[config.mk]
export PLATFORM = sky130hd
export DESIGN_NAME = cas_alarm_irq
export DESIGN_NICKNAME = d
export VERILOG_FILES = /design/src/cas_pkg.sv /design/src/cas_alarm_irq.sv
export SDC_FILE = /design/constraint.sdc
export NUM_CORES = 1
export LEC_CHECK = 0
export BUFFER_PORTS_ARGS = -buffer_cell sky130_fd_sc_hd__buf_4
export CAP_MARGIN = 20
export CORE_MARGIN = 2
export CORE_UTILIZATION = 30
export CTS_BUF_LIST = sky130_fd_sc_hd__clkbuf_2
export CTS_CLUSTER_SIZE = 10
export DETAILED_ROUTE_END_ITERATION = 8
export REMOVE_ABC_BUFFERS = 1
export SLEW_MARGIN = 10
export SYNTH_ARGS = -nofsm -noshare
export SYNTH_HDL_FRONTEND = slang
export SYNTH_SLANG_ARGS = --single-unit
[constraint.sdc]
create_clock -name i_clock -period 3.9 [get_ports i_clock]
set_input_delay 0.78 -clock i_clock [delete_from_list [all_inputs] [get_ports i_clock]]
set_output_delay 0.78 -clock i_clock [all_outputs]
set_load 0.02 [all_outputs]
[src/cas_pkg.sv]
// package for the per-channel alarm status and change-latch block
package cas_pkg;

  // ------------------------------------------------------------
  // geometry and register map
  // ------------------------------------------------------------
  localparam int          CAS_NUM_CH      = 8;
  localparam int          CAS_ADDR_W      = 8;
  localparam logic [7:0]  CAS_OFF_ENABLE  = 8'h04;  // per channel enables
  localparam logic [7:0]  CAS_OFF_LIVE    = 8'h05;  // live status, read only
  localparam logic [7:0]  CAS_OFF_CHANGE  = 8'h06;  // change latch, clear on read
  localparam logic [7:0]  CAS_CH_STRIDE   = 8'h10;
  localparam logic [7:0]  CAS_OFF_GLOBAL0 = 8'h80;  // global irq enable
  localparam logic [7:0]  CAS_OFF_GLOBAL1 = 8'h81;  // overflow select

  // ------------------------------------------------------------
  // field positions
  // ------------------------------------------------------------
  localparam int CAS_B_PATTERN  = 0;
  localparam int CAS_B_LOSS     = 1;
  localparam int CAS_B_ALL_ONES = 2;
  localparam int CAS_B_CODE_ERR = 4;
  localparam int CAS_B_FIFO_LIM = 5;
  localparam int CAS_B_DRV_MON  = 6;
  localparam int CAS_B_GIE      = 0;
  localparam int CAS_B_OVF_SEL  = 7;
  localparam logic [7:0] CAS_USED_MASK  = 8'h77;  // D7 and D3 read zero
  localparam logic [7:0] CAS_RESET_BYTE = 8'h00;

  // raw detector levels for one channel
  typedef struct packed {
    logic drv_fail;
    logic fifo_near;
    logic code_viol;
    logic cnt_ovf;
    logic all_ones;
    logic sig_loss;
    logic prbs_match;
  } cas_det_t;

  // register port request
  typedef struct packed {
    logic [7:0] addr;
    logic [7:0] wdata;
    logic       wr;
    logic       rd;
  } cas_req_t;

endpackage : cas_pkg

[src/cas_alarm_irq.sv]
// per-channel alarm status, change latch and interrupt gating, eight channels
//
// Contract
// by default live bit D4 follows line code violation activity
// overflow select bit 7 of 0x81 makes D4 follow counter overflow
// violation mode D4 is one on violation, bipolar violation or excess zeros
// live bit D2 shows all-ones detection regardless of interrupt enable
// live bit D1 shows loss of signal regardless of interrupt enable
// live bit D0 shows pattern match regardless of interrupt enable
// code error interrupt needs channel enable D4 and global enable
// all-ones interrupt needs channel enable D2 and global enable
// signal loss interrupt needs channel enable D1 and global enable
// pattern interrupt needs channel enable D0 and global enable
// change bit D6 latches on driver monitor status change
// change bit D5 latches on fifo limit status change
// change bit D4 latches on code error status change
// change bit D2 latches on all-ones status change
// change bit D1 latches on signal loss status change
// change bit D0 latches on pattern match status change
// every latched change interrupts when channel and global enabled
// reading the change register clears its bits
// fifo limit bit is one while fifo pointers are within three
// driver monitor bit is one while the driver has failed
// a zero enable bit masks that source, a one permits it
// registers repeat for eight channels at stride 0x10
// D3 and D7 read zero, change bits zero after reset
// interrupt output high while any enabled change bit is set and global on
`timescale 1ns/100ps
`default_nettype none

module cas_alarm_irq
  import cas_pkg::*;
(
  input  wire logic                     i_clock,
  input  wire logic                     i_sys_rst,
  input  wire cas_det_t [CAS_NUM_CH-1:0] i_det,
  input  wire cas_req_t                 i_req,
  output logic [7:0]                    o_rdata,
  output logic                          o_irq
);

  // ------------------------------------------------------------
  // decode helpers
  // ------------------------------------------------------------
  // channel address: low nibble is offset, high nibble channel
  function automatic logic hit_ch(input logic [7:0] a, input logic [7:0] off, input int ch);
    hit_ch = (a == 8'((off + CAS_CH_STRIDE * ch)));
  endfunction : hit_ch

  // ------------------------------------------------------------
  // input synchronisers, detectors come from other domains
  // ------------------------------------------------------------
  cas_det_t [CAS_NUM_CH-1:0] det_s1_ff;
  cas_det_t [CAS_NUM_CH-1:0] det_s2_ff;

  // two stages before any logic looks at detector levels
  always_ff @(posedge i_clock) begin
    if (i_sys_rst) begin
      det_s1_ff <= '0;
      det_s2_ff <= '0;
    end else begin
      det_s1_ff <= i_det;
      det_s2_ff <= det_s1_ff;
    end
  end

  // ------------------------------------------------------------
  // global registers
  // ------------------------------------------------------------
  logic global_irq_enable_ff;
  logic ovf_select_ff;

  // global enable and counter overflow select, written by software
  always_ff @(posedge i_clock) begin
    if (i_sys_rst) begin
      global_irq_enable_ff <= 1'b0;
      ovf_select_ff        <= 1'b0;
    end else if (i_req.wr) begin
      if (i_req.addr == CAS_OFF_GLOBAL0)
        global_irq_enable_ff <= i_req.wdata[CAS_B_GIE];
      if (i_req.addr == CAS_OFF_GLOBAL1)
        ovf_select_ff <= i_req.wdata[CAS_B_OVF_SEL];
    end
  end

  // ------------------------------------------------------------
  // per channel logic
  // ------------------------------------------------------------
  logic [CAS_NUM_CH-1:0][7:0] enable_ff;
  logic [CAS_NUM_CH-1:0][7:0] live_ff;
  logic [CAS_NUM_CH-1:0][7:0] change_ff;
  logic [CAS_NUM_CH-1:0]      ch_pend;

  genvar g;
  generate
    for (g = 0; g < CAS_NUM_CH; g++) begin : g_ch
      logic [7:0] nxt_live;
      logic [7:0] edge_bits;
      logic       rd_change;

      // live status from synchronised detectors
      always_comb begin
        nxt_live = CAS_RESET_BYTE;
        nxt_live[CAS_B_DRV_MON]  = det_s2_ff[g].drv_fail;
        nxt_live[CAS_B_FIFO_LIM] = det_s2_ff[g].fifo_near;
        nxt_live[CAS_B_CODE_ERR] = ovf_select_ff ? det_s2_ff[g].cnt_ovf
                                                 : det_s2_ff[g].code_viol;
        nxt_live[CAS_B_ALL_ONES] = det_s2_ff[g].all_ones;
        nxt_live[CAS_B_LOSS]     = det_s2_ff[g].sig_loss;
        nxt_live[CAS_B_PATTERN]  = det_s2_ff[g].prbs_match;
      end

      // any transition of a live bit, unused bits masked
      assign edge_bits = (nxt_live ^ live_ff[g]) & CAS_USED_MASK;
      assign rd_change = i_req.rd && hit_ch(i_req.addr, CAS_OFF_CHANGE, g);

      // live register follows the synchronised detectors one cycle later
      always_ff @(posedge i_clock) begin
        if (i_sys_rst)
          live_ff[g] <= CAS_RESET_BYTE;
        else
          live_ff[g] <= nxt_live;
      end

      // change latch: a new edge wins over the read clear
      always_ff @(posedge i_clock) begin
        if (i_sys_rst)
          change_ff[g] <= CAS_RESET_BYTE;
        else if (rd_change)
          change_ff[g] <= edge_bits;
        else
          change_ff[g] <= change_ff[g] | edge_bits;
      end

      // channel interrupt enables
      always_ff @(posedge i_clock) begin
        if (i_sys_rst)
          enable_ff[g] <= CAS_RESET_BYTE;
        else if (i_req.wr && hit_ch(i_req.addr, CAS_OFF_ENABLE, g))
          enable_ff[g] <= i_req.wdata & CAS_USED_MASK;
      end

      // a zero enable masks its source
      assign ch_pend[g] = |(change_ff[g] & enable_ff[g]);
    end
  endgenerate

  // ------------------------------------------------------------
  // interrupt output
  // ------------------------------------------------------------
  // registered so the pin never glitches; one cycle behind the latch
  always_ff @(posedge i_clock) begin
    if (i_sys_rst)
      o_irq <= 1'b0;
    else
      o_irq <= global_irq_enable_ff && (|ch_pend);
  end

  // ------------------------------------------------------------
  // read data
  // ------------------------------------------------------------
  logic [7:0] nxt_rdata;

  // read mux; unmapped addresses read zero
  always_comb begin
    nxt_rdata = CAS_RESET_BYTE;
    if (i_req.addr == CAS_OFF_GLOBAL0)
      nxt_rdata[CAS_B_GIE] = global_irq_enable_ff;
    if (i_req.addr == CAS_OFF_GLOBAL1)
      nxt_rdata[CAS_B_OVF_SEL] = ovf_select_ff;
    for (int c = 0; c < CAS_NUM_CH; c++) begin
      if (hit_ch(i_req.addr, CAS_OFF_ENABLE, c))
        nxt_rdata = enable_ff[c];
      if (hit_ch(i_req.addr, CAS_OFF_LIVE, c))
        nxt_rdata = live_ff[c] & CAS_USED_MASK;
      if (hit_ch(i_req.addr, CAS_OFF_CHANGE, c))
        nxt_rdata = change_ff[c] & CAS_USED_MASK;
    end
  end

  // data stand only in the cycle after the read strobe
  always_ff @(posedge i_clock) begin
    if (i_sys_rst)
      o_rdata <= CAS_RESET_BYTE;
    else if (i_req.rd)
      o_rdata <= nxt_rdata;
    else
      o_rdata <= CAS_RESET_BYTE;
  end

  // ------------------------------------------------------------
  // per channel checks
  // ------------------------------------------------------------
  // every replica is watched, so a wrong stride or index in one
  // channel cannot hide behind a healthy channel 0
  generate
    for (g = 0; g < CAS_NUM_CH; g++) begin : g_chk

    end
  endgenerate
endmodule : cas_alarm_irq

`default_nettype wire

==> out/metrics.cfg, run 1 <==
[clock_network]
cts_sinks=266
h-tree-depth=3
postCtsHoldBufs=0
cts_tree=yes
clockRootBuffer=clkbuf_2
cts_setup_buffers=0
clk_path_buf_depth=3
numCtsBuffers=69
clk_latency_ps=880
cts_resized=0
clk_pin_slew_ps=90

[setup_path]
crit_chain=buf_4, and4bb_1, nand2_1, o221a_2, o31ai_1, a32oi_1, o221a_2
worstSetupPathType=primary input to flip-flop
critPathRequiredTime_ps=4590
crit_family=simple AND/OR/NAND/NOR gates
cp_max_fo=27
crit_path_end_kind=flip-flop
crit_slowest_cell=and4bb_1
r2r_slack_ps=1820
worst_r2r_path_depth=6
worst_ep_arrival_time_ps=3080
worst-path-stages=7
slowest_delay_ps=800
worst-path-buf-inv=1
r2r_start=enable_ff[4]$_SDFFE_PP0P_
path_common_cell=o221a_2
reg2reg_to=o_rdata[4]$_SDFF_PP0_
start_kind=primary input

[grt]
grt_first_pass_wirelength_mm=52.3
grt_pass1_vias=8571
grt_max_degree=200
grt-ovfl-total=0
grt_usage_pct=19.1
antenna_found_initial=1

[place]
portBuffers=82
place_congestion=0.961
hpwl_mm=23.9
dp_slack_ps=779

[synthesis]
avgSynthCellArea_sq_um=9.17
synth-edff-count=0
seq_area_frac_synth_pct=50.4
synth_warnings=0
syn-cell-area_sq_mm=0.0106
synthArstFlopShare_pct=0
synth_cells=1153
synth_ff_type=dfxtp_1
synth_seq_cells=266
yosysUniqueCellTypes=76

[power]
irDropWorstVdd_mv=0.192
power-per-cell-area_mw_per_mm2=435
total_power_mw=5.32
p_leak_nw=4.76

[min_path]
min_path_type=primary input to flip-flop
min_from=i_det[27]
whs_endpoint=det_s1_ff[27]$_SDFF_PP0_
hold_depth=2

[floorplanning]
die_y_um=192
rows=68
core-area_sq_mm=0.0346
io_pins=85
start_util_pct=30.5
die_area_sq_mm=0.0368
die_width_um=192

[sta]
timing.final.ws_setup_ps=1510
layout_min_cycle_time_ps=2390
period_share_pct=61.3
fmax_ghz=0.418
finalClockSkew_ps=95.9
worst_pin_slew_ps=970
drv_slew=0
rsz0062_at_grt=no
relSlewSlack_pct=35.3
setup-tns-final_ps=0
final-hold-violation-count=0
finalSetupViolCount=0

[route]
firstDrtPassIters=6
route.detailed.drc=0
drt_iter0_markers=679
wl_per_cell_um=20.0
vias=8776
routed_wl_mm=34.8
via_per_inst=5.04
antenna_left=0

[finish]
fillerInstances=3591
final_layout_size_suffix_gt1_share_pct=17.8
area_growth_pct=15.8
regArea_sq_mm=0.00533
nNetsFinal=1318
multiInputGateArea_sq_mm=0.00485

[status]
outcome=completed

[job]
maxCapViolCount=0

## sequential cells by signal, indices dropped and copies added (netlist names)
name and cells:
det_s1_ff 56, o_irq 1, global_irq_enable_ff 1, ovf_select_ff 1, det_s2_ff 56, enable_ff 48, o_rdata 7, change_ff 48
live_ff 48
## worst register-to-register path: stages, from the launching register on
cell       delay, ps
dfxtp_1          510
nor2_1            90
a2bb2oi_1        140
o32a_1           340
o22ai_1          260
a21oi_1          110
a211oi_1         470
## final cells by class
cell class | instances | share of cell area [%]
clock buffers | 92 | 3.76
well taps | 455 | 4.65
flip-flops and latches | 266 | 43.5
diodes | 2 | 0.0409
repair buffers | 105 | 6.70
multi-input cells | 795 | 39.6
inverters | 5 | 0.153
clock inverters | 22 | 1.56
## metal layers
metal,global-route usage [%],share of wire (%)
met1,24.8,44
met2,29.7,46
met3,4.46,6.6
met4,9.44,4.2
met5,0,0
## Yosys cell counts (all sizes together) (5+ instances only)
| master | count | area [sq um] |
|---|---|---|
| o22ai | 7 | 43.8 |
| nand3 | 57 | 285 |
| nor2b | 160 | 1000 |
| mux2i | 18 | 180 |
| o211ai | 10 | 75.1 |
| o31ai | 5 | 37.5 |
| clkbuf | 58 | 228 |
| a221oi | 12 | 105 |
| and2 | 5 | 31.3 |
| xor2 | 40 | 350 |
| o21ai | 25 | 125 |
| nand2b | 6 | 37.5 |
| nand2 | 95 | 357 |
| nor3 | 9 | 50.1 |
| a22o | 9 | 78.8 |
| dfxtp | 266 | 5330 |
| a211oi | 6 | 45.0 |
| nor2 | 93 | 357 |
| a21oi | 118 | 591 |
| buf | 29 | 156 |
| o32a | 6 | 60.1 |
| xnor2 | 8 | 70.1 |
| a22oi | 18 | 135 |
| a2bb2oi | 11 | 96.3 |
| nor4 | 5 | 52.6 |
## cell usage in the layout, fill, tap and decap left out, drive strengths merged, types with 8 or more instances in the layout
cell type / count
clkinv: 15
dfxtp: 266
nor2b: 160
nand3: 57
nand2: 95
o211ai: 10
o21ai: 25
a221oi: 12
buf: 104
mux2i: 18
a21oi: 118
xor2: 40
clkbuf: 93
inv: 8
nor2: 93
a2bb2oi: 11
xnor2: 8
a22oi: 18
nor3: 9
a22o: 9
## power by group
group	internal, mW	total (mW)	switching, mW
Sequential	2.82	2.90	0.0768
Clock	0.904	2.01	1.11
Combinational	0.172	0.411	0.239
Total	3.90	5.32	1.42
## through the flow
step | instances | hold WS [ps] | area [sq um] | utilization (%)
after floorplan | 1066 | 414 | 10200 | -
after global placement | 1626 | 421 | 11600 | 33.4
after detailed placement | 1626 | 420 | 11600 | 33.4
after CTS | 1740 | 16.3 | 12200 | 35.3
after global routing | 1742 | 58.8 | 12200 | 35.3
final | 1742 | 125 | 12200 | 35.3
## worst max path at each step
stage,from,endpoint,slack [ps]
5_1_grt,i_req[10],o_rdata[1]$_SDFF_PP0_,1510
3_3_place_gp,i_req[10],o_rdata[1]$_SDFF_PP0_,780
4_1_cts,o_rdata[0]$_SDFF_PP0_,o_rdata[0],1620
3_5_place_dp,i_req[10],o_rdata[1]$_SDFF_PP0_,780
2_1_floorplan,i_req[11],enable_ff[0]$_SDFFE_PP0P_,620
6_report,i_req[10],o_rdata[1]$_SDFF_PP0_,1510
## logic make-up after synthesis
group,count (synthesis),share of synthesized area [%]
DFF,266,50.4
AOI/OAI and AO/OA,268,16.6
and+or+nand+nor,459,23.4
xor gates and xnor gates,48,3.98
muxes,19,1.81
buffers and inverters,92,3.81
other,1,0.0355
No activity file was read; power rests on OpenSTA's default activity.
==> run 2, diff against run 1 <==
==> constraint.sdc (replaced) <==
create_clock -name i_clock -period 2.35 [get_ports i_clock]
set_input_delay 0.47 -clock i_clock [delete_from_list [all_inputs] [get_ports i_clock]]
set_output_delay 0.47 -clock i_clock [all_outputs]
set_load 0.02 [all_outputs]
==> out/metrics.cfg, run 2 (synthesized netlist as in run 1, its figures left out) <==
[power]
sequentialPowerShare_pct=53.9  ; -0.5 points
switching_share_pct=27.8  ; +1.0 points
p_int_mw=6.45  ; +66%
p_leak_nw=5.61  ; +18%
irDropWorstVdd_mv=0.345  ; +79%
total_power_mw=8.94  ; +68%
p_comb_share_pct=9.8  ; +2.1 points
switching_power_mw=2.49  ; +75%
clkPwrFrac_pct=36.4  ; -1.4 points
power-per-cell-area_mw_per_mm2=644  ; +48%

[finish]
top_regs=det_s1_ff: 56 flops, det_s2_ff: 56 flops
nNetsFinal=1503  ; +14%
final_common_cell=dfxtp_1
mostFrequentLayoutCells=dfxtp_1 (266), buf_4 (202), nor2b_1 (160)
final_layout_size_suffix_gt1_share_pct=22.7  ; +4.9 points
area_growth_pct=31.4
fillerInstances=3494  ; -2.7%

[floorplanning]
die_area_sq_mm=0.0368  ; unchanged
io_pins=85  ; unchanged
die_y_um=192  ; unchanged
start_util_pct=30.5  ; unchanged
core-area_sq_mm=0.0346  ; unchanged
rows=68  ; unchanged
die_width_um=192  ; unchanged

[grt]
grt_first_pass_wirelength_mm=55.2  ; +5.7%
antenna_found_initial=1  ; unchanged
grt-ovfl-total=0  ; unchanged
grt_pass1_vias=9118  ; +6.4%
grt_max_degree=160  ; -20%
grt_usage_pct=20.3  ; +1.3 points

[sta]
layout_min_cycle_time_ps=2210
drv_slew=0  ; unchanged
rsz0062_at_grt=no
finalSetupViolCount=0  ; unchanged
relSlewSlack_pct=52.2  ; +17 points
worst_pin_slew_ps=718  ; -253 ps
fmax_ghz=0.453
setup-tns-final_ps=0  ; unchanged
final-hold-violation-count=0  ; unchanged
period_share_pct=93.9
finalClockSkew_ps=119  ; +22.8 ps

[route]
routed_wl_mm=36.8  ; +5.8%
antenna_left=0  ; unchanged
via_per_inst=4.91  ; -2.5%
wl_per_cell_um=19.0  ; -4.7%
firstDrtPassIters=7  ; +1
route.detailed.drc=0  ; unchanged
vias=9499  ; +8.2%
drt_iter0_markers=842  ; +24%

[setup_path]
start_kind=primary input
cp_max_fo=9  ; -67%
critPathRequiredTime_ps=3130  ; -1460 ps
worst_ep_arrival_time_ps=2990  ; -90 ps
worstSetupPathType=primary input to flip-flop
r2r_slack_ps=330  ; -1490 ps
crit_path_end_kind=flip-flop

[place]
hpwl_mm=26.6  ; +11%
portBuffers=82  ; unchanged
place_congestion=0.968  ; +0.79%

[clock_network]
cts_sinks=266  ; unchanged
cts_setup_buffers=0  ; unchanged
clk_latency_ps=970  ; +90 ps
clk_path_buf_depth=3  ; unchanged
numCtsBuffers=71  ; +2.9%
h-tree-depth=3  ; unchanged
clockRootBuffer=clkbuf_2
cts_tree=yes
clk_pin_slew_ps=150  ; +60 ps

[status]
outcome=completed

[min_path]
min_path_type=primary input to flip-flop

[job]
maxCapViolCount=0  ; unchanged

[run 2: cell types whose count changed in the layout (fill, tap and decap cells not counted), moves of 3 or more]
cell           change
clkinv_1           +9
buf_12             +8
dlygate4sd3_1     +75
inv_2              -3
clkbuf_2           +3
clkinvlp_4         +3
buf_4            +100
[run 2: layout make-up]
type | count | area, sq um | share of cell area (%)
Sequential cell | 266 | 5330 | 38.3
Multi-Input combinational cell | 795 | 4840 | 34.9
Timing Repair Buffer | 288 | 2480 | 17.9
Tap cell | 455 | 569 | 4.10
Clock buffer | 95 | 475 | 3.42
Clock inverter | 29 | 176 | 1.27
Inverter | 5 | 18.8 | 0.135
Antenna cell | 1 | 2.50 | 0.0180
[run 2: worst paths after layout]
| check | start | to | depth (start not counted) |
|---|---|---|---|
| max | i_req[15] | ovf_select_ff$_SDFFE_PP0P_ | 9 |
| min | i_req[17] | enable_ff[6]$_SDFFE_PP0P_ | 5 |
| max reg2reg | enable_ff[0]$_SDFFE_PP0P_ | o_rdata[0]$_SDFF_PP0_ | 7 |
| min reg2reg | det_s1_ff[52]$_SDFF_PP0_ | det_s2_ff[52]$_SDFF_PP0_ | 1 |
[run 2: power groups by stage]
stage	clock network [mW]	registers [mW]	logic, mW
after global placement	0	4.92	0.764
after floorplan	0	4.85	0.310
after global routing	3.65	4.83	0.946
after detailed placement	0	4.92	0.771
after CTS	3.42	4.81	0.873
final	3.25	4.82	0.872
[run 2: critical path: stages]
cell           delay (ps)
dlygate4sd3_1         540
buf_4                 190
or4b_1                530
nor3_2                220
buf_4                 180
nand3_1                90
mux2i_1               160
dlygate4sd3_1         570
nor2_1                 40
[run 2: metrics by stage]
step | hold slack, ps | cell area (sq um) | util, % | cells | setup WS (ps)
2_1_floorplan | 414 | 10200 | - | 1066 | -624
3_3_place_gp | 418 | 12500 | 36.1 | 1734 | -175
3_5_place_dp | 423 | 12500 | 36.1 | 1734 | -203
4_1_cts | 8.83 | 13900 | 40.1 | 1933 | 263
5_1_grt | 66.3 | 13900 | 40.1 | 1934 | 152
6_report | 105 | 13900 | 40.1 | 1934 | 143
[run 2: timing repair]
item | in CTS | in global routing
hold buffers | 75 | 0
endpoints found under the hold margin | 115 | 0
gates resized for setup | 0 | 0
[run 2: layer usage]
layer	wire, um	vias up	GRT usage (%)
met5	0	-	0
met4	1180	0	8.85
met3	2100	80	4.07
met2	17000	341	32.6
met1	16600	4466	26.5
li1	-	4612	-
==> run 3, diff against run 2 <==
--- a/config.mk
+++ b/config.mk
@@ -12,7 +12,6 @@
 export CTS_BUF_LIST = sky130_fd_sc_hd__clkbuf_2
 export CTS_CLUSTER_SIZE = 10
 export DETAILED_ROUTE_END_ITERATION = 8
-export REMOVE_ABC_BUFFERS = 1
 export SLEW_MARGIN = 10
 export SYNTH_ARGS = -nofsm -noshare
 export SYNTH_HDL_FRONTEND = slang
==> out/metrics.cfg, run 3 (synthesized netlist as in run 1, its figures left out) <==
[clock_network]
cts_resized=0  ; unchanged
clockRootBuffer=clkbuf_2
cts_sinks=266  ; unchanged
clk_pin_slew_ps=100  ; -50 ps
h-tree-depth=3  ; unchanged
postCtsHoldBufs=84  ; +12%
cts_setup_buffers=0  ; unchanged
clk_path_buf_depth=3  ; unchanged
numCtsBuffers=71  ; unchanged
clk_latency_ps=920  ; -50 ps
cts_tree=yes

[sta]
drv_slew=0  ; unchanged
layout_min_cycle_time_ps=1930  ; -281 ps
final-hold-violation-count=0  ; unchanged
finalSetupViolCount=0  ; unchanged
period_share_pct=82.0  ; -12 points
whs_ps=133  ; +28.6 ps
relSlewSlack_pct=54.5  ; +2.3 points
worst_pin_slew_ps=683  ; -35.0 ps
timing.final.ws_setup_ps=424  ; +281 ps
setup-tns-final_ps=0  ; unchanged
fmax_ghz=0.519  ; +15%
finalClockSkew_ps=98.2  ; -20.6 ps
rsz0062_at_grt=no

[grt]
grt_pass1_vias=9063  ; -0.60%
grt-ovfl-total=0  ; unchanged
grt_usage_pct=19.9  ; -0.42 points
antenna_found_initial=2  ; +1
grt_max_degree=150  ; -6.3%
grt_first_pass_wirelength_mm=54.5  ; -1.3%

[setup_path]
worstSetupPathType=flip-flop to flip-flop
worst_ep_arrival_time_ps=2700  ; -290 ps
critPathRequiredTime_ps=3120  ; about the same
cp_max_fo=3  ; -6
r2r_slack_ps=420  ; +90 ps
crit_path_end_kind=flip-flop
start_kind=flip-flop

[floorplanning]
rows=68  ; unchanged
start_util_pct=30.5  ; unchanged
die_y_um=192  ; unchanged
io_pins=85  ; unchanged
core-area_sq_mm=0.0346  ; unchanged
die_width_um=192  ; unchanged
die_area_sq_mm=0.0368  ; unchanged

[finish]
final_util_pct=39.5  ; -0.63 points
nNetsFinal=1479  ; -1.6%
final_common_cell=dfxtp_1
top_regs=det_s1_ff: 56 flops, det_s2_ff: 56 flops
final_area_sq_mm=0.0137  ; -1.6%
fillerInstances=3520  ; +0.74%
area_growth_pct=29.3
instances_no_fill=1902  ; -1.7%
mostFrequentLayoutCells=dfxtp_1 (266), buf_4 (173), nor2b_1 (160)
final_layout_size_suffix_gt1_share_pct=21.2  ; -1.6 points

[route]
via_per_inst=4.96  ; +0.89%
vias=9425  ; -0.78%
firstDrtPassIters=5  ; -2
antenna_left=0  ; unchanged
route.detailed.drc=0  ; unchanged
wl_per_cell_um=19.1  ; +0.32%
drt_iter0_markers=818  ; -2.9%
routed_wl_mm=36.3  ; -1.3%

[place]
place_inst=1701  ; -1.9%
placed_cell_area_sq_mm=0.0122  ; -2.4%
place_congestion=0.958  ; -1.0%
hpwl_mm=26.4  ; -0.41%
dp_slack_ps=-199  ; +3.65 ps
portBuffers=82  ; unchanged

[power]
switching_power_mw=2.44  ; -1.9%
sequentialPowerShare_pct=53.7  ; -0.2 points
p_comb_share_pct=9.2  ; -0.6 points
power-per-cell-area_mw_per_mm2=657  ; +2.0%
irDropWorstVdd_mv=0.347  ; +0.57%
total_power_mw=8.98  ; +0.43%
p_int_mw=6.54  ; +1.3%
p_leak_nw=5.51  ; -1.9%
clkPwrFrac_pct=37.1  ; +0.7 points
switching_share_pct=27.2  ; -0.66 points

[synthesis]
syn_nets=1229

[job]
maxCapViolCount=0  ; unchanged

[status]
outcome=completed

[min_path]
min_path_type=primary input to flip-flop

-- run 3: cell types whose count changed in the layout (fill, tap and decap cells not counted), sizes merged --
cell	change
diode	+1
dlygate4sd3	+9
clkbuf	+2
buf	-32
clkinv	-12
clkinvlp	-2
bufinv	+1
inv	+1
-- run 3: power groups by stage --
stage | clock, mW | sequential [mW] | combinational, mW
after floorplan | 0 | 4.85 | 0.427
after global placement | 0 | 4.93 | 0.703
after detailed placement | 0 | 4.93 | 0.709
after CTS | 3.48 | 4.82 | 0.819
after global routing | 3.74 | 4.84 | 0.899
final | 3.33 | 4.82 | 0.825
-- run 3: layout make-up --
class | count | area, sq um | area share, %
clock buffer | 98 | 490 | 3.59
timing repair buffer | 264 | 2270 | 16.6
sequential | 266 | 5330 | 38.9
inverter | 5 | 18.8 | 0.137
antenna | 2 | 5.00 | 0.0366
multi-input combinational | 795 | 4840 | 35.4
tap | 455 | 569 | 4.16
clock inverter | 17 | 150 | 1.10
-- run 3: metal layers --
layer	vias up	part of all wire, %	track usage [%]
met5	-	0	0
met4	0	3.0	8.20
met3	65	6.7	3.80
met2	341	43	29.9
met1	4482	47	27.9
li1	4537	-	-
-- run 3: worst paths after layout --
| path | from | to | cells after the start |
|---|---|---|---|
| hold reg to reg | det_s1_ff[51]$_SDFF_PP0_ | det_s2_ff[51]$_SDFF_PP0_ | 1 |
| setup reg to reg | enable_ff[0]$_SDFFE_PP0P_ | o_rdata[0]$_SDFF_PP0_ | 7 |
| setup / recovery | enable_ff[0]$_SDFFE_PP0P_ | o_rdata[0]$_SDFF_PP0_ | 7 |
| hold / removal | i_req[0] | o_rdata[6]$_SDFF_PP0_ | 5 |
-- run 3: critical path: stages, from the launching register on --
cell	delay (ps)
dfxtp_1	370
nor3_1	240
a2111oi_2	80
a311oi_1	350
nor4_2	90
o31ai_1	420
buf_4	180
a21oi_1	60
